==> src/hdl/adcp_pkg.sv <==
/*
 * Constants for the converter control and charge pump enable block:
 * register indices, field positions, reset values and code points.
 * Assumes a 32-bit AHB-Lite register bus, one register per aligned word.
 */
package adcp_pkg;

  // ==========================================================
  // Register indices (byte address is four times the index)
  // ==========================================================
  localparam logic [7:0] IDX_PUMP_CONTROL_REG = 8'h9a;
  localparam logic [7:0] IDX_RESULT_LOW_BYTE  = 8'h9b;
  localparam logic [7:0] IDX_RESULT_HIGH_BYTE = 8'h9c;
  localparam logic [7:0] IDX_ADC_CTRL_A       = 8'h9d;
  localparam logic [7:0] IDX_ADC_CTRL_B       = 8'h9e;
  localparam logic [7:0] IDX_AUTO_TRIGGER_SEL = 8'h9f;

  localparam int ADDR_W = 10;

  // ==========================================================
  // Field positions
  // ==========================================================
  localparam int CTRL_A_ON_BIT     = 0;
  localparam int CTRL_A_GO_BIT     = 1;
  localparam int CTRL_A_CHAN_LSB   = 2;
  localparam int CTRL_A_CHAN_MSB   = 7;
  localparam int CTRL_B_REF_LSB    = 0;
  localparam int CTRL_B_REF_MSB    = 1;
  localparam int CTRL_B_CLK_LSB    = 4;
  localparam int CTRL_B_CLK_MSB    = 6;
  localparam int CTRL_B_ALIGN_BIT  = 7;
  localparam int TRIG_SEL_LSB      = 0;
  localparam int TRIG_SEL_MSB      = 3;
  localparam int PUMP_MODE_LSB     = 6;
  localparam int PUMP_MODE_MSB     = 7;

  // ==========================================================
  // Reset values
  // ==========================================================
  localparam logic [7:0]  CTRL_A_RESET   = 8'h00;
  localparam logic [7:0]  CTRL_B_RESET   = 8'h00;
  localparam logic [3:0]  TRIG_RESET     = 4'h0;
  localparam logic [1:0]  PUMP_RESET     = 2'h0;
  localparam logic [15:0] RESULT_RESET   = 16'h0000;

  // ==========================================================
  // Code points
  // ==========================================================
  localparam logic [2:0] CLK_DIV2  = 3'h0;
  localparam logic [2:0] CLK_DIV8  = 3'h1;
  localparam logic [2:0] CLK_DIV32 = 3'h2;
  localparam logic [2:0] CLK_RC_A  = 3'h3;
  localparam logic [2:0] CLK_DIV4  = 3'h4;
  localparam logic [2:0] CLK_DIV16 = 3'h5;
  localparam logic [2:0] CLK_DIV64 = 3'h6;
  localparam logic [2:0] CLK_RC_B  = 3'h7;

  localparam logic [3:0] TRIG_NONE      = 4'h0;
  localparam logic [3:0] TRIG_LAST_SRC  = 4'h9;
  localparam logic [3:0] TRIG_HIGH_READ = 4'hd;
  localparam int         TRIG_SRC_N     = 10;

  localparam logic [1:0] PUMP_OFF       = 2'h0;
  localparam logic [1:0] PUMP_ANALOG    = 2'h1;
  localparam logic [1:0] PUMP_AUTO      = 2'h2;
  localparam logic [1:0] PUMP_ON        = 2'h3;

  localparam int RESULT_W = 10;

  typedef enum logic {CONV_IDLE, CONV_RUN} adcp_conv_t;

endpackage

==> src/hdl/adcp_top.sv <==
/*
 * Converter control registers, conversion sequencing, result alignment,
 * conversion clock enable and charge pump enable, behind an AHB-Lite slave.
 * Assumes the analog core and timers run on hclk; the supply comparator,
 * the RC oscillator and the trigger sources are resynchronised here.
 */
// Operation
// - Start write begins conversion; flag stays set
// - Hardware clears start flag at completion
// - Enable bit powers converter, zero disables
// - Channel field routes chosen input to converter
// - Align one: right-justified, high byte padded
// - Align zero: left-justified, low byte padded
// - Clock field picks divider or RC clock
// - Reference field picks positive reference source
// - Trigger field selects auto-conversion source
// - Code 1101: high byte read triggers
// - Rising trigger edge sets the start flag
// - Result bytes readable at own addresses
// - Pump mode 11 enables pump always
// - Pump mode 10 follows supply-below indication
// - Pump mode 01 needs converter on, supply low
// - Pump mode resets to 00, which disables
module adcp_top
  import adcp_pkg::*;
(
  input  wire logic                  hclk,
  input  wire logic                  hresetn,
  input  wire logic                  hsel,
  input  wire logic [ADDR_W-1:0]     haddr,
  input  wire logic [1:0]            htrans,
  input  wire logic                  hwrite,
  input  wire logic [2:0]            hsize,
  input  wire logic [31:0]           hwdata,
  input  wire logic                  hready,
  output logic      [31:0]           hrdata,
  output logic                       hreadyout,
  output logic                       hresp,
  input  wire logic                  conv_done,
  input  wire logic [RESULT_W-1:0]   conv_data,
  input  wire logic                  rc_osc,
  input  wire logic [TRIG_SRC_N-1:0] trigger_src,
  input  wire logic                  supply_below,
  output logic                       adc_power,
  output logic [5:0]                 input_channel_sel,
  output logic [1:0]                 pos_ref_sel,
  output logic                       conv_start,
  output logic                       conv_clk_en,
  output logic                       pump_enable
);

  // ==========================================================
  // Helpers
  // ==========================================================
  function automatic logic [ADDR_W-1:0] reg_addr(input logic [7:0] idx);
    reg_addr = {idx, 2'b00};
  endfunction

  function automatic logic [5:0] div_mask(input logic [2:0] sel);
    case (sel)
      CLK_DIV2:  div_mask = 6'h01;
      CLK_DIV4:  div_mask = 6'h03;
      CLK_DIV8:  div_mask = 6'h07;
      CLK_DIV16: div_mask = 6'h0f;
      CLK_DIV32: div_mask = 6'h1f;
      CLK_DIV64: div_mask = 6'h3f;
      default:   div_mask = 6'h00;
    endcase
  endfunction

  function automatic logic [15:0] align(input logic right, input logic [RESULT_W-1:0] d);
    align = right ? {6'h00, d} : {d, 6'h00};
  endfunction

  // Level of the selected source; codes outside 1..9 select nothing
  function automatic logic trig_pick(input logic [3:0]            sel,
                                     input logic [TRIG_SRC_N-1:0] lvl);
    trig_pick = 1'b0;
    for (int i = 1; i < TRIG_SRC_N; i++) begin
      if (sel == 4'(i)) begin
        trig_pick = lvl[i];
      end
    end
  endfunction

  // ==========================================================
  // Registers
  // ==========================================================
  logic [5:0]  chan_q;
  logic        on_q;
  logic [2:0]  clk_sel_q;
  logic [1:0]  ref_q;
  logic        align_q;
  logic [3:0]  trigger_sel;
  logic [1:0]  pump_mode;
  logic [15:0] result_q;
  adcp_conv_t  conv_state;
  adcp_conv_t  next_conv_state;

  // ==========================================================
  // Input synchronisers
  // ==========================================================
  logic [TRIG_SRC_N-1:0] trig_s1;
  logic [TRIG_SRC_N-1:0] trig_s2;
  logic                  below_s1;
  logic                  below_s2;
  logic                  rc_s1;
  logic                  rc_s2;
  logic                  rc_prev;
  logic                  trig_prev;

  always_ff @(posedge hclk or negedge hresetn) begin
    if (!hresetn) begin
      trig_s1  <= '0;
      trig_s2  <= '0;
      below_s1 <= 1'b0;
      below_s2 <= 1'b0;
      rc_s1    <= 1'b0;
      rc_s2    <= 1'b0;
    end else begin
      trig_s1  <= trigger_src;
      trig_s2  <= trig_s1;
      below_s1 <= supply_below;
      below_s2 <= below_s1;
      rc_s1    <= rc_osc;
      rc_s2    <= rc_s1;
    end
  end

  // ==========================================================
  // Bus decode
  // ==========================================================
  // Size is not decoded: every register is one aligned word
  wire             bus_acc  = hsel & htrans[1] & hready;
  wire             rd_acc   = bus_acc & ~hwrite;
  wire [ADDR_W-1:0] a       = haddr;
  logic            wr_pend;
  logic [ADDR_W-1:0] wr_addr;

  wire wr_ctrl_a = wr_pend & (wr_addr == reg_addr(IDX_ADC_CTRL_A));
  wire wr_ctrl_b = wr_pend & (wr_addr == reg_addr(IDX_ADC_CTRL_B));
  wire wr_trig   = wr_pend & (wr_addr == reg_addr(IDX_AUTO_TRIGGER_SEL));
  wire wr_pump   = wr_pend & (wr_addr == reg_addr(IDX_PUMP_CONTROL_REG));
  wire wr_res_lo = wr_pend & (wr_addr == reg_addr(IDX_RESULT_LOW_BYTE));
  wire wr_res_hi = wr_pend & (wr_addr == reg_addr(IDX_RESULT_HIGH_BYTE));

  wire go_flag   = (conv_state == CONV_RUN);

  // Address-phase register hits
  wire hit_res_lo = (a == reg_addr(IDX_RESULT_LOW_BYTE));
  wire hit_res_hi = (a == reg_addr(IDX_RESULT_HIGH_BYTE));
  wire hit_ctrl_a = (a == reg_addr(IDX_ADC_CTRL_A));
  wire hit_ctrl_b = (a == reg_addr(IDX_ADC_CTRL_B));
  wire hit_trig   = (a == reg_addr(IDX_AUTO_TRIGGER_SEL));
  wire hit_pump   = (a == reg_addr(IDX_PUMP_CONTROL_REG));

  // Register images as software sees them
  wire [7:0] ctrl_a_img = {chan_q, go_flag, on_q};
  wire [7:0] ctrl_b_img = {align_q, clk_sel_q, 2'b00, ref_q};
  wire [7:0] trig_img   = {4'h0, trigger_sel};
  wire [7:0] pump_img   = {pump_mode, 6'h00};

  // Read data, selected in the address phase; unmapped reads as zero
  logic [7:0] rd_byte;
  assign rd_byte =
      hit_res_lo ? result_q[7:0]  :
      hit_res_hi ? result_q[15:8] :
      hit_ctrl_a ? ctrl_a_img     :
      hit_ctrl_b ? ctrl_b_img     :
      hit_trig   ? trig_img       :
      hit_pump   ? pump_img       :
      8'h00;

  always_ff @(posedge hclk or negedge hresetn) begin
    if (!hresetn) begin
      wr_pend   <= 1'b0;
      wr_addr   <= '0;
      hrdata    <= 32'h0000_0000;
      hreadyout <= 1'b1;
      hresp     <= 1'b0;
    end else begin
      wr_pend   <= bus_acc & hwrite;
      wr_addr   <= haddr;
      hrdata    <= rd_acc ? {24'h00_0000, rd_byte} : 32'h0000_0000;
      hreadyout <= 1'b1;
      hresp     <= 1'b0;
    end
  end

  // ==========================================================
  // Auto-conversion trigger
  // ==========================================================
  wire trig_code_ok = (trigger_sel != TRIG_NONE) && (trigger_sel <= TRIG_LAST_SRC);
  // A change of select can itself look like a rising edge
  wire trig_lvl     = trig_code_ok & trig_pick(trigger_sel, trig_s2);
  wire trig_rise    = trig_lvl & ~trig_prev;
  wire hi_read_evt  = rd_acc & hit_res_hi & (trigger_sel == TRIG_HIGH_READ);
  wire auto_evt     = trig_rise | hi_read_evt;

  // ==========================================================
  // Conversion sequencing
  // ==========================================================
  wire next_on   = wr_ctrl_a ? hwdata[CTRL_A_ON_BIT] : on_q;
  wire sw_start  = wr_ctrl_a & hwdata[CTRL_A_GO_BIT];
  wire start_req = (sw_start | auto_evt) & next_on;
  wire finish    = go_flag & conv_done;
  wire launch    = start_req & (~go_flag | conv_done);

  always_comb begin
    next_conv_state = conv_state;
    if (!next_on) begin
      next_conv_state = CONV_IDLE;
    end else begin
      case (conv_state)
        CONV_IDLE: begin
          if (launch) begin
            next_conv_state = CONV_RUN;
          end
        end
        CONV_RUN: begin
          // A new start in the finishing cycle wins over the clear
          if (conv_done && !launch) begin
            next_conv_state = CONV_IDLE;
          end
        end
        default: next_conv_state = CONV_IDLE;
      endcase
    end
  end

  wire [15:0] aligned = align(align_q, conv_data);

  always_ff @(posedge hclk or negedge hresetn) begin
    if (!hresetn) begin
      conv_state <= CONV_IDLE;
      conv_start <= 1'b0;
      trig_prev  <= 1'b0;
    end else begin
      conv_state <= next_conv_state;
      conv_start <= launch;
      trig_prev  <= trig_lvl;
    end
  end

  // ==========================================================
  // Software registers and result
  // ==========================================================
  always_ff @(posedge hclk or negedge hresetn) begin
    if (!hresetn) begin
      chan_q      <= CTRL_A_RESET[CTRL_A_CHAN_MSB:CTRL_A_CHAN_LSB];
      on_q        <= CTRL_A_RESET[CTRL_A_ON_BIT];
      align_q     <= CTRL_B_RESET[CTRL_B_ALIGN_BIT];
      clk_sel_q   <= CTRL_B_RESET[CTRL_B_CLK_MSB:CTRL_B_CLK_LSB];
      ref_q       <= CTRL_B_RESET[CTRL_B_REF_MSB:CTRL_B_REF_LSB];
      trigger_sel <= TRIG_RESET;
      pump_mode   <= PUMP_RESET;
    end else begin
      if (wr_ctrl_a) begin
        chan_q <= hwdata[CTRL_A_CHAN_MSB:CTRL_A_CHAN_LSB];
        on_q   <= hwdata[CTRL_A_ON_BIT];
      end
      if (wr_ctrl_b) begin
        align_q   <= hwdata[CTRL_B_ALIGN_BIT];
        clk_sel_q <= hwdata[CTRL_B_CLK_MSB:CTRL_B_CLK_LSB];
        ref_q     <= hwdata[CTRL_B_REF_MSB:CTRL_B_REF_LSB];
      end
      if (wr_trig) begin
        trigger_sel <= hwdata[TRIG_SEL_MSB:TRIG_SEL_LSB];
      end
      if (wr_pump) begin
        pump_mode <= hwdata[PUMP_MODE_MSB:PUMP_MODE_LSB];
      end
    end
  end

  // Completion capture takes priority over a software byte write
  always_ff @(posedge hclk or negedge hresetn) begin
    if (!hresetn) begin
      result_q <= RESULT_RESET;
    end else if (finish) begin
      result_q <= aligned;
    end else begin
      if (wr_res_lo) begin
        result_q[7:0] <= hwdata[7:0];
      end
      if (wr_res_hi) begin
        result_q[15:8] <= hwdata[7:0];
      end
    end
  end

  // ==========================================================
  // Conversion clock enable
  // ==========================================================
  // RC codes tick once per resynchronised oscillator rising edge
  logic [5:0] div_cnt;
  wire        sel_rc  = (clk_sel_q == CLK_RC_A) || (clk_sel_q == CLK_RC_B);
  wire [5:0]  mask    = div_mask(clk_sel_q);
  wire        div_hit = ((div_cnt & mask) == mask);
  wire        rc_rise = rc_s2 & ~rc_prev;

  always_ff @(posedge hclk or negedge hresetn) begin
    if (!hresetn) begin
      div_cnt     <= 6'h00;
      rc_prev     <= 1'b0;
      conv_clk_en <= 1'b0;
    end else begin
      div_cnt     <= on_q ? div_cnt + 6'h01 : 6'h00;
      rc_prev     <= rc_s2;
      conv_clk_en <= on_q & (sel_rc ? rc_rise : div_hit);
    end
  end

  // ==========================================================
  // Analog-side outputs and charge pump
  // ==========================================================
  // Supply level is the resynchronised comparator output
  logic next_pump;
  always_comb begin
    case (pump_mode)
      PUMP_ON:     next_pump = 1'b1;
      PUMP_AUTO:   next_pump = below_s2;
      PUMP_ANALOG: next_pump = on_q & below_s2;
      default:     next_pump = 1'b0;
    endcase
  end

  always_ff @(posedge hclk or negedge hresetn) begin
    if (!hresetn) begin
      adc_power         <= 1'b0;
      input_channel_sel <= 6'h00;
      pos_ref_sel       <= 2'h0;
      pump_enable       <= 1'b0;
    end else begin
      adc_power         <= next_on;
      input_channel_sel <= wr_ctrl_a ? hwdata[CTRL_A_CHAN_MSB:CTRL_A_CHAN_LSB]
                                     : chan_q;
      pos_ref_sel       <= ref_q;
      pump_enable       <= next_pump;
    end
  end

endmodule

==> config.mk <==
export PLATFORM = sky130hd
export DESIGN_NAME = adcp_top
export DESIGN_NICKNAME = d
export VERILOG_FILES = /design/src/hdl/adcp_pkg.sv /design/src/hdl/adcp_top.sv
export SDC_FILE = /design/constraint.sdc
export NUM_CORES = 1
export LEC_CHECK = 0
export BUFFER_PORTS_ARGS = -buffer_cell sky130_fd_sc_hd__buf_2
export CAP_MARGIN = 10
export CORE_MARGIN = 10
export CORE_UTILIZATION = 40
export DETAILED_ROUTE_END_ITERATION = 10
export GPL_TIMING_DRIVEN = 0
export PLACE_DENSITY = 0.67
export REMOVE_ABC_BUFFERS = 1
export SLEW_MARGIN = 20
export SYNTH_ARGS = -nofsm -noshare
export SYNTH_HDL_FRONTEND = slang
export SYNTH_SLANG_ARGS = --single-unit
==> constraint.sdc <==
create_clock -name hclk -period 2.37 [get_ports hclk]
set_clock_uncertainty 0.05 [all_clocks]
set_input_delay 0 -clock hclk [delete_from_list [all_inputs] [get_ports hclk]]
set_output_delay 0 -clock hclk [all_outputs]
set_load 0.02 [all_outputs]
# Word-level counts from Yosys, hierarchy flattened
# Index checks and enable logic that the tools add are counted.
dict set report op_classes {
  addsub 1
  magnitude_cmp 1
  n_eq_ne 33
  muxes 30
  bitwise_logic 29
  n_reduce_logical 8
}
# cell n
set op_table {}
lappend op_table {{10-bit == test (second input constant)} 12}
lappend op_table {{8-bit two-way mux} 9}
lappend op_table {{6-bit one-hot mux with 6 select lines} 1}
lappend op_table {{16-bit two-way mux} 2}
lappend op_table {{1-bit AND} 21}
lappend op_table {{4-bit by 3-bit == test with 1-bit output (second input constant)} 4}
lappend op_table {{1-bit two-way mux} 14}
lappend op_table {{3-bit == test (second input constant)} 4}
lappend op_table {{4-bit == test (second input constant)} 3}
lappend op_table {{6-bit two-way mux} 2}
lappend op_table {{4-bit by 2-bit == test with 1-bit output (second input constant)} 2}
lappend op_table {{6-bit by 1-bit adder with 6-bit output (second input constant)} 1}
lappend op_table {{6-bit AND} 1}
lappend op_table {{3-bit by 2-bit == test with 1-bit output (second input constant)} 2}
lappend op_table {{6-bit == test} 1}
lappend op_table {{2-bit == test (second input constant)} 2}
lappend op_table {{4-bit by 1-bit == test with 1-bit output (second input constant)} 1}
lappend op_table {{4-bit less-or-equal comparator (second input constant)} 1}
lappend op_table {{1-bit inverter} 4}
lappend op_table {{2-bit nonzero test} 2}
lappend op_table {{4-bit nonzero test} 1}
lappend op_table {{3-bit by 1-bit == test with 1-bit output (second input constant)} 1}
lappend op_table {{3-bit logical NOT} 1}
lappend op_table {{1-bit bitwise OR} 3}
lappend op_table {{6 further kinds} 7}
dict set report word_totals {
  register_bits 92
  input_bits 75
  out_inout_bits 46
  word_cells 128
}

# Logic depth before layout (Yosys ltp)
# Gate-level depths: netlist of run 1.
dict set report depth {
  ltp_word 21
  depth_mapped 6
  depth_no_buf 4
}

# Least setup slack after synthesis of run 1
# No wires, ideal clock.
dict set report synth_timing {
  path_type {reg2reg}
  from {register wr_addr[1]}
  to {register pump_mode[0]}
  setup_ns 0.125
  t_arrival_ns 2.027
  required_time_ns 2.195
  path_slack_ns 0.168
  stages_incl_launch_ff 7
  n_path_buf 2
  synth_period_minus_slack_ns 2.202
  cell_sequence {dfrtp_1 or4b_4 buf_6 or4b_1 buf_2 nor2_4 mux2_2}
}
dict set report synth_via {
  elab_chain_len 2
}
# item line_no
set synth_rtl {}
lappend synth_rtl {{start: declaration} adcp_top.sv:138} ;# logic [ADDR_W-1:0] wr_addr;
lappend synth_rtl {{start signal: assignment} adcp_top.sv:183} ;# wr_addr <= haddr;
lappend synth_rtl {{10-bit == test} adcp_top.sv:143} ;# wire wr_pump = wr_pend & (wr_addr == reg_addr(IDX_PUMP_CONTROL_REG));
lappend synth_rtl {{1-bit AND} adcp_top.sv:143}
lappend synth_rtl {{end signal: assignment} adcp_top.sv:271} ;# pump_mode <= hwdata[PUMP_MODE_MSB:PUMP_MODE_LSB];
lappend synth_rtl {{end: declaration} adcp_top.sv:95} ;# logic [1:0] pump_mode;
# Every way passes these cells.
# A chain may end at the register's enable or synchronous reset.

# Final worst setup path of run 1
dict set report layout_timing {
  from {register wr_addr[1]}
  to {register conv_state}
}
dict set report layout_via {
  elab_chain_len 11
  word_cells_on_any_way 13
  cone_classes {1 x eq/ne; 5 x mux; 5 x bitwise; 2 x reduce/logical}
}
# item line_no
set layout_rtl {}
lappend layout_rtl {{10-bit == test *} adcp_top.sv:140} ;# wire wr_ctrl_a = wr_pend & (wr_addr == reg_addr(IDX_ADC_CTRL_A));
lappend layout_rtl {{1-bit AND *} adcp_top.sv:140}
lappend layout_rtl {{1-bit AND} adcp_top.sv:204} ;# wire sw_start = wr_ctrl_a & hwdata[CTRL_A_GO_BIT];
lappend layout_rtl {{1-bit bitwise OR} adcp_top.sv:205} ;# wire start_req = (sw_start | auto_evt) & next_on;
lappend layout_rtl {{1-bit AND} adcp_top.sv:205}
lappend layout_rtl {{1-bit AND} adcp_top.sv:207} ;# wire launch = start_req & (~go_flag | conv_done);
lappend layout_rtl {{1-bit logical NOT} adcp_top.sv:222} ;# if (conv_done && !launch) begin
lappend layout_rtl {{1-bit logical AND} adcp_top.sv:222}
lappend layout_rtl {{1-bit two-way mux} adcp_top.sv:222}
lappend layout_rtl {{1-bit one-hot mux with 2 select lines} adcp_top.sv:214} ;# case (conv_state)
lappend layout_rtl {{1-bit two-way mux *} adcp_top.sv:211} ;# if (!next_on) begin
lappend layout_rtl {{named net next_conv_state} adcp_top.sv:98} ;# adcp_conv_t next_conv_state;
lappend layout_rtl {{end signal: assignment} adcp_top.sv:239} ;# conv_state <= next_conv_state;
lappend layout_rtl {{end: declaration} adcp_top.sv:97} ;# adcp_conv_t conv_state;
# The timed path passes the listed nets; every way through them passes the cells marked *.

==> key figures, run 1 <==
Run status
  • Status: complete, no violations

Placed design
  • DP Cell Count: roughly 520
  • GP Congestion: between 0.8 and 0.9
  • Port Buf Inserts: 65
  • HPWL Detailed: roughly 7000 um
  • Placed cell area: around 4400 sq um

GRT
  • First-pass GRT wire length: about 16,000 um
  • Initial antenna violation count: 0
  • Tot GR Track Use: between 10% and 20%
  • Vias in the first global route: 3,101
  • Largest net degree at the start of global routing: 53
  • GRT overflow: 0

Worst setup path
  • Crit. End Element: flip-flop
  • Crit path required time: around 2.5 ns
  • Crit path arrival time: approximately 2.4 ns
  • Delay-heaviest family, CP: simple AND/OR/NAND/NOR gates
  • Setup CP Type: flip-flop to flip-flop
  • Slowest-stage cell, CP: or4b_4
  • CP Cell Sequence: or4b_4 -> nor4_4 -> mux2i_2 -> a31oi_1
  • Crit start category: flip-flop
  • WP buf/inv: 0
  • Slowest Stage Delay on Critical Path: 0.62 ns
  • CP Max Fanout: 9

Floorplan
  • Die height: 120 um
  • Starting density of the core: about two fifths
  • # rows: 36
  • Die Wd: 120 um
  • Core outline area: 9770 sq um
  • Full die area: 14,400 sq um
  • # IOs: around 120

Yosys
  • Post-synthesis instance area: roughly 4000 sq um
  • Synth Area in Simple Gates: roughly an eighth
  • YS warnings: 0
  • Cell taking the most area after synthesis: dfrtp_1
  • Adder-Cell Fraction of Synth Area: less than 1%
  • Distinct cell type count after synthesis: a little under 60
  • Top FF cell, synth: dfrtp_1
  • Post-synthesis sequential area ratio: approximately 56%
  • Post-synth top area share: around 56%
  • Async SR Flop Fraction: 100%
  • Largest family of logic cells by synthesized area: compound AO/OA/AOI/OAI gates
  • Synth Register Bits: 90
  • Synth top area cells: dfrtp_1, buf_4, mux2_2
  • Post-Syn Instances: roughly 340
  • Compound-cell area share of the yosys netlist: 12.8%
  • Post-synthesis xor/xnor area fraction: less than 1%
  • Mux cell area share after synthesis: 9.36%
  • Syn_area_per_cell: roughly 12 sq um
  • Post-synth EDFFs: 0

Clock network
  • Clock Sinks: 90
  • Worst-path clk slew: around 0.090 ns
  • H-tree depth: 3
  • Clock buffer depth: 2
  • Num CTS Buffers: 9
  • CTS tree: done
  • Skew-Pair Late Insertion Delay: ~0.35 ns
  • Root Buffer: clkbuf_8

Cells and area
  • Layout cells sized above 1: about a quarter
  • Reg area: 2250 sq um
  • Area delta synth->final: 25.4%
  • Antenna cells: 0
  • Final Instance Area: between 5000 and 6000 sq um
  • Final net count: around 520
  • Multi-input logic area: roughly 1600 sq um
  • Final cell count without fillers: ~580
  • Fill cell count: between 800 and 900

STA
  • Final hold viol count: 0
  • F_max: about 0.45 GHz
  • Setup TNS: 0 ns
  • Fin crit share: 92.9%
  • Slew @ Worst Pin: around 0.8 ns
  • RSZ-0062 raised after global routing: true
  • Slew Limit Fails: 0
  • Final setup vio count: 0
  • Slew margin rel.: a little under half
  • Final min period: approximately 2.2 ns

Power
  • Leakage: 0.00228 uW
  • Pwr dens: 604 nW/um^2
  • Peak VDD IR: 432 uV

Min path
  • Worst hold path class: input port to flip-flop

Run
  • Max-cap violations: 0

Route
  • DRC: 0
  • Initial DRT Pass Iterations: 4
  • Initial DRC count: between 150 and 200
  • Routed length per instance: between 15 and 20 um
  • Total routed wirelength: a little under 10,000 um
  • Via Count: ~2,900
  • ANT nets after route: 0
  • DR vias/cell: between 5 and 6
-- path summary, 6_finish.rpt --
| kind | end | slack (ns) | cells past startpoint | from |
|---|---|---|---|---|
| max | conv_state$_DFF_PN0_ | 0.17 | 4 | wr_addr[1]$_DFF_PN0_ |
| min | hrdata[0]$_DFF_PN0_ | 0.06 | 3 | hwrite |
| max reg2reg | conv_state$_DFF_PN0_ | 0.17 | 4 | wr_addr[1]$_DFF_PN0_ |
| min reg2reg | trig_s2[4]$_DFF_PN0_ | 0.30 | 0 | trig_s1[4]$_DFF_PN0_ |
| max in group asynchronous | result_q[9]$_DFFE_PN0P_ | 1.52 | 3 | hresetn |
| min in group asynchronous | trig_s1[9]$_DFF_PN0_ | 0.11 | 2 | hresetn |
-- per-stage QoR --
stage	total power, uW	util (%)	setup WS (ns)	hold WS (ns)
after floorplan	1730	-	0.197	-0.346
after global placement	1840	44.3	0.0686	0.0577
after detailed placement	1850	44.6	0.0442	-0.0388
after CTS	3070	51.3	0.0398	0.0261
after global routing	3180	51.5	0.00158	0.0794
final	3040	51.5	0.168	0.0604
-- kinds of logic after synthesis --
family / after synthesis
adder cells (fa/ha/maj): 1
multiplexers: 33
AND/OR/NAND/NOR: 79
buffers and inverters: 51
other: 2
XOR/XNOR: 4
AO/OA/AOI/OAI: 79
flip-flops: 90
-- report_power, final --
group          leakage (uW)  internal (uW)  switching (uW)  total [uW]
sequential          0.00110           1580            32.8        1610
clock              0.000112            624             535        1160
combinational       0.00107            116             156         272
-- Yosys cell counts, types with 3 or more instances --
cell type and number:
a211oi_1 5, a21oi_1 16, a22oi_1 4, a31oi_1 9
and2_1 5, buf_4 26, clkbuf_1 11, dfrtp_1 90
inv_1 11, mux2_2 16, mux2i_1 15, nand2_1 13
nand3_1 6, nand3b_1 6, nand4_1 4, nor2_1 16
nor2b_1 5, o21ai_0 18, o21ai_1 6, o2bb2ai_1 4
o311ai_0 3, xnor2_1 3
-- flip-flops by register name, summed over array words and instances, names as in the netlist, 2 cells and up --
name	flops
hrdata	8
trig_s1	9
clk_sel_q	3
input_channel_sel	6
pos_ref_sel	2
wr_addr	10
pump_mode	2
trig_s2	9
result_q	16
trigger_sel	4
ref_q	2
div_cnt	6
-- layout make-up --
cell class | instances | share of cell area (%)
sequential | 90 | 44.8
clock buffer | 10 | 2.74
clock inverter | 6 | 1.79
inverter | 11 | 0.821
tap | 133 | 3.31
multi-input combinational | 222 | 31.0
timing repair buffer | 109 | 15.6
-- worst reg2reg max path, delay by kind of cell, from the launching register on --
| family | cells | cell delay [ns] |
|---|---|---|
| AND/OR/NAND/NOR | 2 | 1.20 |
| flip-flops | 1 | 0.37 |
| multiplexers | 1 | 0.37 |
| AO/OA/AOI/OAI | 1 | 0.07 |
-- layout by cell type (no fill, tap or decap), drive strengths merged, types with 2 or more instances in the layout --
| cell | Yosys | final |
|---|---|---|
| dlygate4sd3 | 0 | 43 |
| xnor2 | 3 | 3 |
| mux2 | 16 | 16 |
| a21oi | 16 | 16 |
| nand2 | 13 | 13 |
| nand2b | 2 | 2 |
| clkbuf | 11 | 10 |
| a22oi | 4 | 4 |
| a211o | 2 | 2 |
| or2 | 2 | 2 |
| nor4 | 3 | 3 |
| dfrtp | 90 | 90 |
| mux4 | 2 | 2 |
| buf | 28 | 66 |
| and2 | 5 | 5 |
| nand4b | 3 | 3 |
| nor2b | 5 | 5 |
| or4b | 3 | 3 |
| inv | 11 | 11 |
| o2bb2ai | 4 | 4 |
| nor2 | 17 | 17 |
| o31a | 2 | 2 |
| a31oi | 9 | 9 |
| mux2i | 15 | 15 |
| nand4 | 4 | 4 |
| and4 | 2 | 2 |
| conb | 2 | 26 |
| nand3 | 6 | 6 |
| a211oi | 5 | 5 |
| clkinv | 0 | 3 |
| bufinv | 0 | 2 |
| nand3b | 6 | 6 |
| and3b | 2 | 2 |
| nor3 | 2 | 2 |
| o311ai | 3 | 3 |
| o21ai | 24 | 24 |
-- layer usage --
layer  GRT usage [%]  wire length [um]  part of all wire (%)  vias to the layer above
met4            3.09                91                  0.92                        0
met1            17.0              4190                    42                     1429
li1                -                 -                     -                     1382
met2            23.1              4900                    49                      103
met5               0                 0                     0                        -
met3            4.74               726                   7.3                        8
-- timing repair --
| action | in CTS | in global routing |
|---|---|---|
| gates resized for setup | 0 | 3 |
| setup buffers | 0 | 0 |
| hold buffers | 43 | 0 |
| setup endpoints to repair | 0 | 6 |
| hold endpoints to repair | 100 | 0 |
No activity file was read; power rests on OpenSTA's default activity.
==> run 2: changes to the inputs <==
==> constraint.sdc (replaced) <==
create_clock -name hclk -period 1.8 [get_ports hclk]
set_clock_uncertainty 0.05 [all_clocks]
set_input_delay 0 -clock hclk [delete_from_list [all_inputs] [get_ports hclk]]
set_output_delay 0 -clock hclk [all_outputs]
set_load 0.02 [all_outputs]
==> key figures, run 2 (same netlist as run 1, synthesis figures left out) <==
Min path
  • Hold depth: 3 (unchanged)
  • Worst hold path class: input port to flip-flop

GRT
  • GRT overflow: 0 (unchanged)
  • First-pass GRT wire length: 16,800 um (+3.6%)
  • Initial antenna violation count: 0 (unchanged)
  • Vias in the first global route: 3,255 (+5.0%)
  • Tot GR Track Use: 14.4% (+0.49 points)
  • Largest net degree at the start of global routing: 53 (unchanged)

Clock network
  • Worst-path clk slew: 0.09 ns (about the same)
  • Clock buffer depth: 2 (unchanged)
  • Skew-Pair Late Insertion Delay: 0.36 ns (about the same)
  • H-tree depth: 3 (unchanged)
  • Num CTS Buffers: 9 (unchanged)
  • Root Buffer: clkbuf_8
  • Clock Sinks: 90 (unchanged)
  • CTS tree: done

STA
  • Slew Limit Fails: 0 (unchanged)
  • Setup TNS: -10.13 ns (-10.13 ns)
  • Fin crit share: 120% (+27 points)
  • F_max: 0.463 GHz (+1.9%)
  • Slew margin rel.: 21.2% (-26 points)
  • Final hold viol count: 0 (unchanged)
  • RSZ-0062 raised after global routing: true
  • Slew @ Worst Pin: 1.18 ns (+0.384 ns)
  • Final min period: 2.16 ns (-0.0420 ns)
  • Final setup vio count: 38 (+38)
  • Worst Slack Setup Final: -0.360 ns (-0.528 ns)

Cells and area
  • Final cell count without fillers: 596 (+2.6%)
  • Commonest non-fill, non-tap cell in the layout: dfrtp_1
  • Antenna cells: 0 (unchanged)
  • Final net count: 534 (+2.9%)
  • Reg with most FFs: result_q
  • Most frequent cells in the layout: dfrtp_1, buf_2, dlygate4sd3_1
  • Core Util, Final: 55.1% (+3.6 points)
  • Biggest regs: result_q (16), wr_addr (10)
  • Final Instance Area: 5380 sq um (+7.0%)
  • Largest register FFs: 16 (unchanged)
  • Layout cells sized above 1: 32.2% (+7.0 points)
  • Area delta synth->final: 34.2%

Placed design
  • HPWL Detailed: 7020 um (unchanged)
  • DP Cell Count: 522 (unchanged)
  • Placed cell area: 4360 sq um (unchanged)
  • GP Congestion: 0.833 (unchanged)
  • Port Buf Inserts: 65 (unchanged)

Worst setup path
  • Setup CP Type: flip-flop to flip-flop
  • Crit path arrival time: 2.37 ns (+0.02 ns)
  • Crit path required time: 2.01 ns (-0.51 ns)
  • Crit. End Element: flip-flop
  • Worst r2r path cells: 7 (+3)
  • CP Max Fanout: 8 (-1)
  • Crit start category: flip-flop

Floorplan
  • # IOs: 121 (unchanged)
  • Die height: 120 um (unchanged)
  • Starting density of the core: 41.0% (unchanged)
  • Core outline area: 9770 sq um (unchanged)
  • # rows: 36 (unchanged)
  • Die Wd: 120 um (unchanged)
  • Full die area: 14,400 sq um (unchanged)

Run status
  • Status: complete, but fails checks
  • Failing checks: setup timing

Power
  • Leakage: 0.00241 uW (+5.8%)
  • Pwr dens: 750 nW/um^2 (+24%)
  • Peak VDD IR: 570 uV (+32%)
  • Total power: 4040 uW (+33%)

Route
  • Total routed wirelength: 10,700 um (+7.8%)
  • Routed length per instance: 17.9 um (+5.1%)
  • Via Count: 3,100 (+6.1%)
  • Initial DRT Pass Iterations: 5 (+1)
  • Initial DRC count: 178 (-11%)
  • DRC: 0 (unchanged)
  • DR vias/cell: 5.20 (+3.4%)
  • ANT nets after route: 0 (unchanged)

Run
  • Max-cap violations: 0 (unchanged)
## run 2: changes by cell type in the layout (fill, tap and decap cells not counted), moves of 3 or more
cell | previous run | this run
o21ai_0 | 18 | 10
buf_4 | 1 | 8
a31oi_1 | 9 | 3
buf_6 | 0 | 6
a21oi_1 | 16 | 11
a21oi_2 | 0 | 5
a31oi_4 | 0 | 5
mux2_2 | 16 | 11
mux2_4 | 0 | 5
o21ai_1 | 6 | 9
o21ai_4 | 0 | 3
## run 2: critical path, cell delays in order, from the launching register on
cell     delay, ns
dfrtp_1       0.37
or4b_4        0.58
buf_6         0.15
buf_4         0.13
nor4b_4       0.22
buf_6         0.22
a31oi_1       0.12
a22oi_1       0.23
## run 2: through the flow
step,setup slack (ns),hold WS [ns]
2_1_floorplan,-0.373,-0.346
3_3_place_gp,-0.501,0.0577
3_5_place_dp,-0.526,-0.0388
4_1_cts,-0.349,0.0249
5_1_grt,-0.409,0.0761
6_report,-0.360,0.0526
## run 2: repair_timing
action                     CTS  global route
setup buffers               15             0
resized for setup           14            37
setup endpoints to repair   38            41
hold buffers                43             0
pin swaps                    9            13
hold endpoints to repair   100             0
## run 2: metal layers
metal,vias up,global-route usage [%],wire [um]
li1,1418,-,-
met3,21,5.49,774
met2,122,23.2,5220
met1,1539,17.2,4390
met4,0,4.98,289
met5,-,0,0
## run 2: area by class of cell
class                      instances  area (sq um)
clock buffer                      10           138
sequential                        90          2250
tap                              133           166
clock inverter                     6          90.1
timing repair buffer             124           941
multi-input combinational        222          1750
fill                             844          4390
inverter                          11          41.3
## run 2: final timing paths
| path | from | endpoint | slack, ns |
|---|---|---|---|
| min reg2reg | trig_s1[4]$_DFF_PN0_ | trig_s2[4]$_DFF_PN0_ | 0.30 |
| min in group asynchronous | hresetn | trig_s1[9]$_DFF_PN0_ | 0.11 |
| max in group asynchronous | hresetn | wr_addr[2]$_DFF_PN0_ | 0.94 |
| min | hwrite | hrdata[0]$_DFF_PN0_ | 0.05 |
| max | wr_addr[7]$_DFF_PN0_ | result_q[6]$_DFFE_PN0P_ | -0.36 |
| max reg2reg | wr_addr[7]$_DFF_PN0_ | result_q[6]$_DFFE_PN0P_ | -0.36 |
## run 2: report_power, final
part	leakage, uW	switching, uW	internal [uW]
sequential	0.00110	49.0	2080
clock	0.000112	713	822
combinational	0.00120	217	161
total	0.00241	979	3060
==> run 3: changes to the inputs <==
--- a/config.mk
+++ b/config.mk
@@ -5,6 +5,7 @@
 export SDC_FILE = /design/constraint.sdc
 export NUM_CORES = 1
 export LEC_CHECK = 0
+export ABC_AREA = 1
 export BUFFER_PORTS_ARGS = -buffer_cell sky130_fd_sc_hd__buf_2
 export CAP_MARGIN = 10
 export CORE_MARGIN = 10
==> constraint.sdc (replaced) <==
create_clock -name hclk -period 1.97 [get_ports hclk]
set_clock_uncertainty 0.05 [all_clocks]
set_input_delay 0 -clock hclk [delete_from_list [all_inputs] [get_ports hclk]]
set_output_delay 0 -clock hclk [all_outputs]
set_load 0.02 [all_outputs]
==> key figures, run 3 <==
Floorplan
  • # IOs: 121 (unchanged)
  • # rows: 36 (unchanged)
  • Starting density of the core: 41.3% (+0.25 points)
  • Die height: 121 um (+0.64%)
  • Core outline area: 9860 sq um (+0.92%)
  • Die Wd: 121 um (+0.64%)
  • Full die area: 14,600 sq um (+1.3%)

Route
  • Total routed wirelength: 9720 um (-9.0%)
  • DR vias/cell: 4.63 (-11%)
  • DRC: 0 (unchanged)
  • Initial DRC count: 211 (+19%)
  • Initial DRT Pass Iterations: 4 (-1)
  • Routed length per instance: 14.1 um (-21%)
  • ANT nets after route: 0 (unchanged)
  • Via Count: 3,182 (+2.6%)

Placed design
  • Port Buf Inserts: 65 (unchanged)
  • HPWL Detailed: 7250 um (+3.2%)
  • Place WS: 0.319 ns (+0.845 ns)
  • GP Congestion: 0.861 (+3.4%)

STA
  • Final hold viol count: 0 (unchanged)
  • F_max: 0.597 GHz (+29%)
  • Slew Limit Fails: 0 (unchanged)
  • Final setup vio count: 0 (-100%)
  • RSZ-0062 raised after global routing: false
  • Final min period: 1.68 ns (-0.484 ns)
  • Slew margin rel.: 63.7% (+43 points)
  • Setup TNS: 0 ns (+10.13 ns)
  • Fin crit share: 85.1% (-35 points)
  • Worst Slack Setup Final: 0.294 ns (+0.654 ns)
  • Min Hold Slack: 0.0367 ns (-0.0159 ns)
  • Slew @ Worst Pin: 0.542 ns (-0.640 ns)

Yosys
  • Distinct cell type count after synthesis: 35 (-40%)
  • Synth Area in Simple Gates: 18.5% (+5.8 points)
  • Synth top area cells: dfrtp_1, o21ai_0, nand2_1
  • Post-synth top area share: 55.3% (-0.85 points)
  • Mux cell area share after synthesis: 0.492% (-8.9 points)
  • Cell taking the most area after synthesis: dfrtp_1
  • Post-synthesis sequential area ratio: 55.3% (-0.85 points)
  • Top FF cell, synth: dfrtp_1
  • Post-Syn Instances: 438 (+29%)
  • Adder-Cell Fraction of Synth Area: 0.307% (-0.0047 points)
  • Most frequent cells after synthesis: dfrtp_1, nand2_1, inv_1
  • Most numerous cell in the Yosys netlist: dfrtp_1
  • Post-synthesis instance area: 4070 sq um (+1.5%)
  • Synth Register Bits: 90 (unchanged)
  • Largest family of logic cells by synthesized area: simple AND/OR/NAND/NOR gates
  • YS warnings: 0 (unchanged)
  • Post-synthesis xor/xnor area fraction: 0% (-0.87 points)
  • Post-synth EDFFs: 0 (unchanged)
  • Compound-cell area share of the yosys netlist: 13.4% (+0.58 points)
  • Async SR Flop Fraction: 100% (unchanged)
  • Syn_area_per_cell: 9.30 sq um (-21%)

Clock network
  • Num CTS Buffers: 9 (unchanged)
  • Worst-path clk slew: 0.09 ns (about the same)
  • H-tree depth: 3 (unchanged)
  • Clock Sinks: 90 (unchanged)
  • Skew-Pair Late Insertion Delay: 0.36 ns (about the same)
  • Clock buffer depth: 2 (unchanged)
  • CTS tree: done
  • Root Buffer: clkbuf_8

GRT
  • Vias in the first global route: 3,324 (+2.1%)
  • First-pass GRT wire length: 16,200 um (-3.1%)
  • Tot GR Track Use: 13.8% (-0.55 points)
  • Largest net degree at the start of global routing: 54 (+1.9%)
  • GRT overflow: 0 (unchanged)
  • Initial antenna violation count: 0 (unchanged)

Worst setup path
  • Crit start category: flip-flop
  • Crit path arrival time: 1.94 ns (-0.43 ns)
  • CP Max Fanout: 15 (+7)
  • Crit. End Element: flip-flop
  • Setup CP Type: flip-flop to flip-flop
  • Crit path required time: 2.23 ns (+0.22 ns)

Cells and area
  • Layout cells sized above 1: 22.2% (-10 points)
  • Antenna cells: 0 (unchanged)
  • Final net count: 626 (+17%)
  • Area delta synth->final: 23.8%
  • Largest register FFs: 16 (unchanged)
  • Commonest non-fill, non-tap cell in the layout: dfrtp_1
  • Most frequent cells in the layout: dfrtp_1, buf_2, nand2_1
  • Biggest regs: result_q (16), wr_addr (10)
  • Reg with most FFs: result_q

Power
  • Pwr dens: 735 nW/um^2 (-2.1%)
  • Leakage: 0.00258 uW (+7.0%)
  • Peak VDD IR: 368 uV (-35%)

Run
  • Max-cap violations: 0 (unchanged)

Min path
  • Worst hold path class: input port to flip-flop

Run status
  • Status: complete, no violations
-- run 3: cell families (layout without fill, tap and decap cells) --
| group | count (synthesis) | count (layout) |
|---|---|---|
| simple gates | 155 | 155 |
| buf+inv | 95 | 188 |
| compound gates | 93 | 93 |
| flops | 90 | 90 |
| other cells | 2 | 26 |
| mux | 2 | 2 |
| fa+ha+maj | 1 | 1 |
-- run 3: per-layer routing --
metal	up-vias	track usage (%)	wire length [um]
li1	1580	-	-
met1	1500	17.0	4220
met2	86	22.6	4730
met3	16	3.91	594
met4	0	4.98	181
met5	-	0	0
-- run 3: through the flow --
step	std cells	area (sq um)	util, %	total power (uW)
3_5_place_dp	630	4440	45.0	2530
5_1_grt	688	5040	51.1	3910
3_3_place_gp	629	4410	44.7	2500
4_1_cts	688	5040	51.1	3740
6_report	688	5040	51.1	3700
2_1_floorplan	431	3920	-	2360
-- run 3: report_power, final --
group	internal, uW	switching [uW]	total [uW]
clock	492	655	1150
combinational	208	287	495
sequential	1990	76.2	2060
total	2690	1020	3700
-- run 3: path summary, 6_finish.rpt --
| check | endpoint | startpoint | slack (ns) | cells past startpoint |
|---|---|---|---|---|
| max | conv_state$_DFF_PN0_ | wr_addr[1]$_DFF_PN0_ | 0.29 | 8 |
| min | result_q[8]$_DFFE_PN0P_ | conv_data[8] | 0.04 | 5 |
| max reg2reg | conv_state$_DFF_PN0_ | wr_addr[1]$_DFF_PN0_ | 0.29 | 8 |
| min reg2reg | below_s2$_DFF_PN0_ | below_s1$_DFF_PN0_ | 0.30 | 0 |
| max in group asynchronous | result_q[2]$_DFFE_PN0P_ | hresetn | 1.17 | 3 |
| min in group asynchronous | wr_addr[6]$_DFF_PN0_ | hresetn | 0.08 | 2 |
-- run 3: final cells by class --
cell class                 count  area [sq um]
multi-input combinational    277          1430
timing repair buffer         108           776
clock buffer                  10           138
inverter                      64           240
tap                          133           166
fill                         938          4820
sequential                    90          2250
clock inverter                 6          42.5
-- run 3: critical path, cell delays in order, from the launching register on --
cell	delay, ns
dfrtp_1	0.37
or2_4	0.28
nor3_4	0.11
nand3_2	0.30
nor2_1	0.20
nor2_1	0.09
nand3_1	0.10
nand2_1	0.06
inv_1	0.05
-- run 3: what timing repair did --
| item | CTS | global route |
|---|---|---|
| setup endpoints to repair | 0 | 0 |
| hold buffers | 42 | 0 |
| setup buffers | 0 | 0 |
| gates resized for setup | 0 | 0 |
| hold endpoints to repair | 152 | 0 |
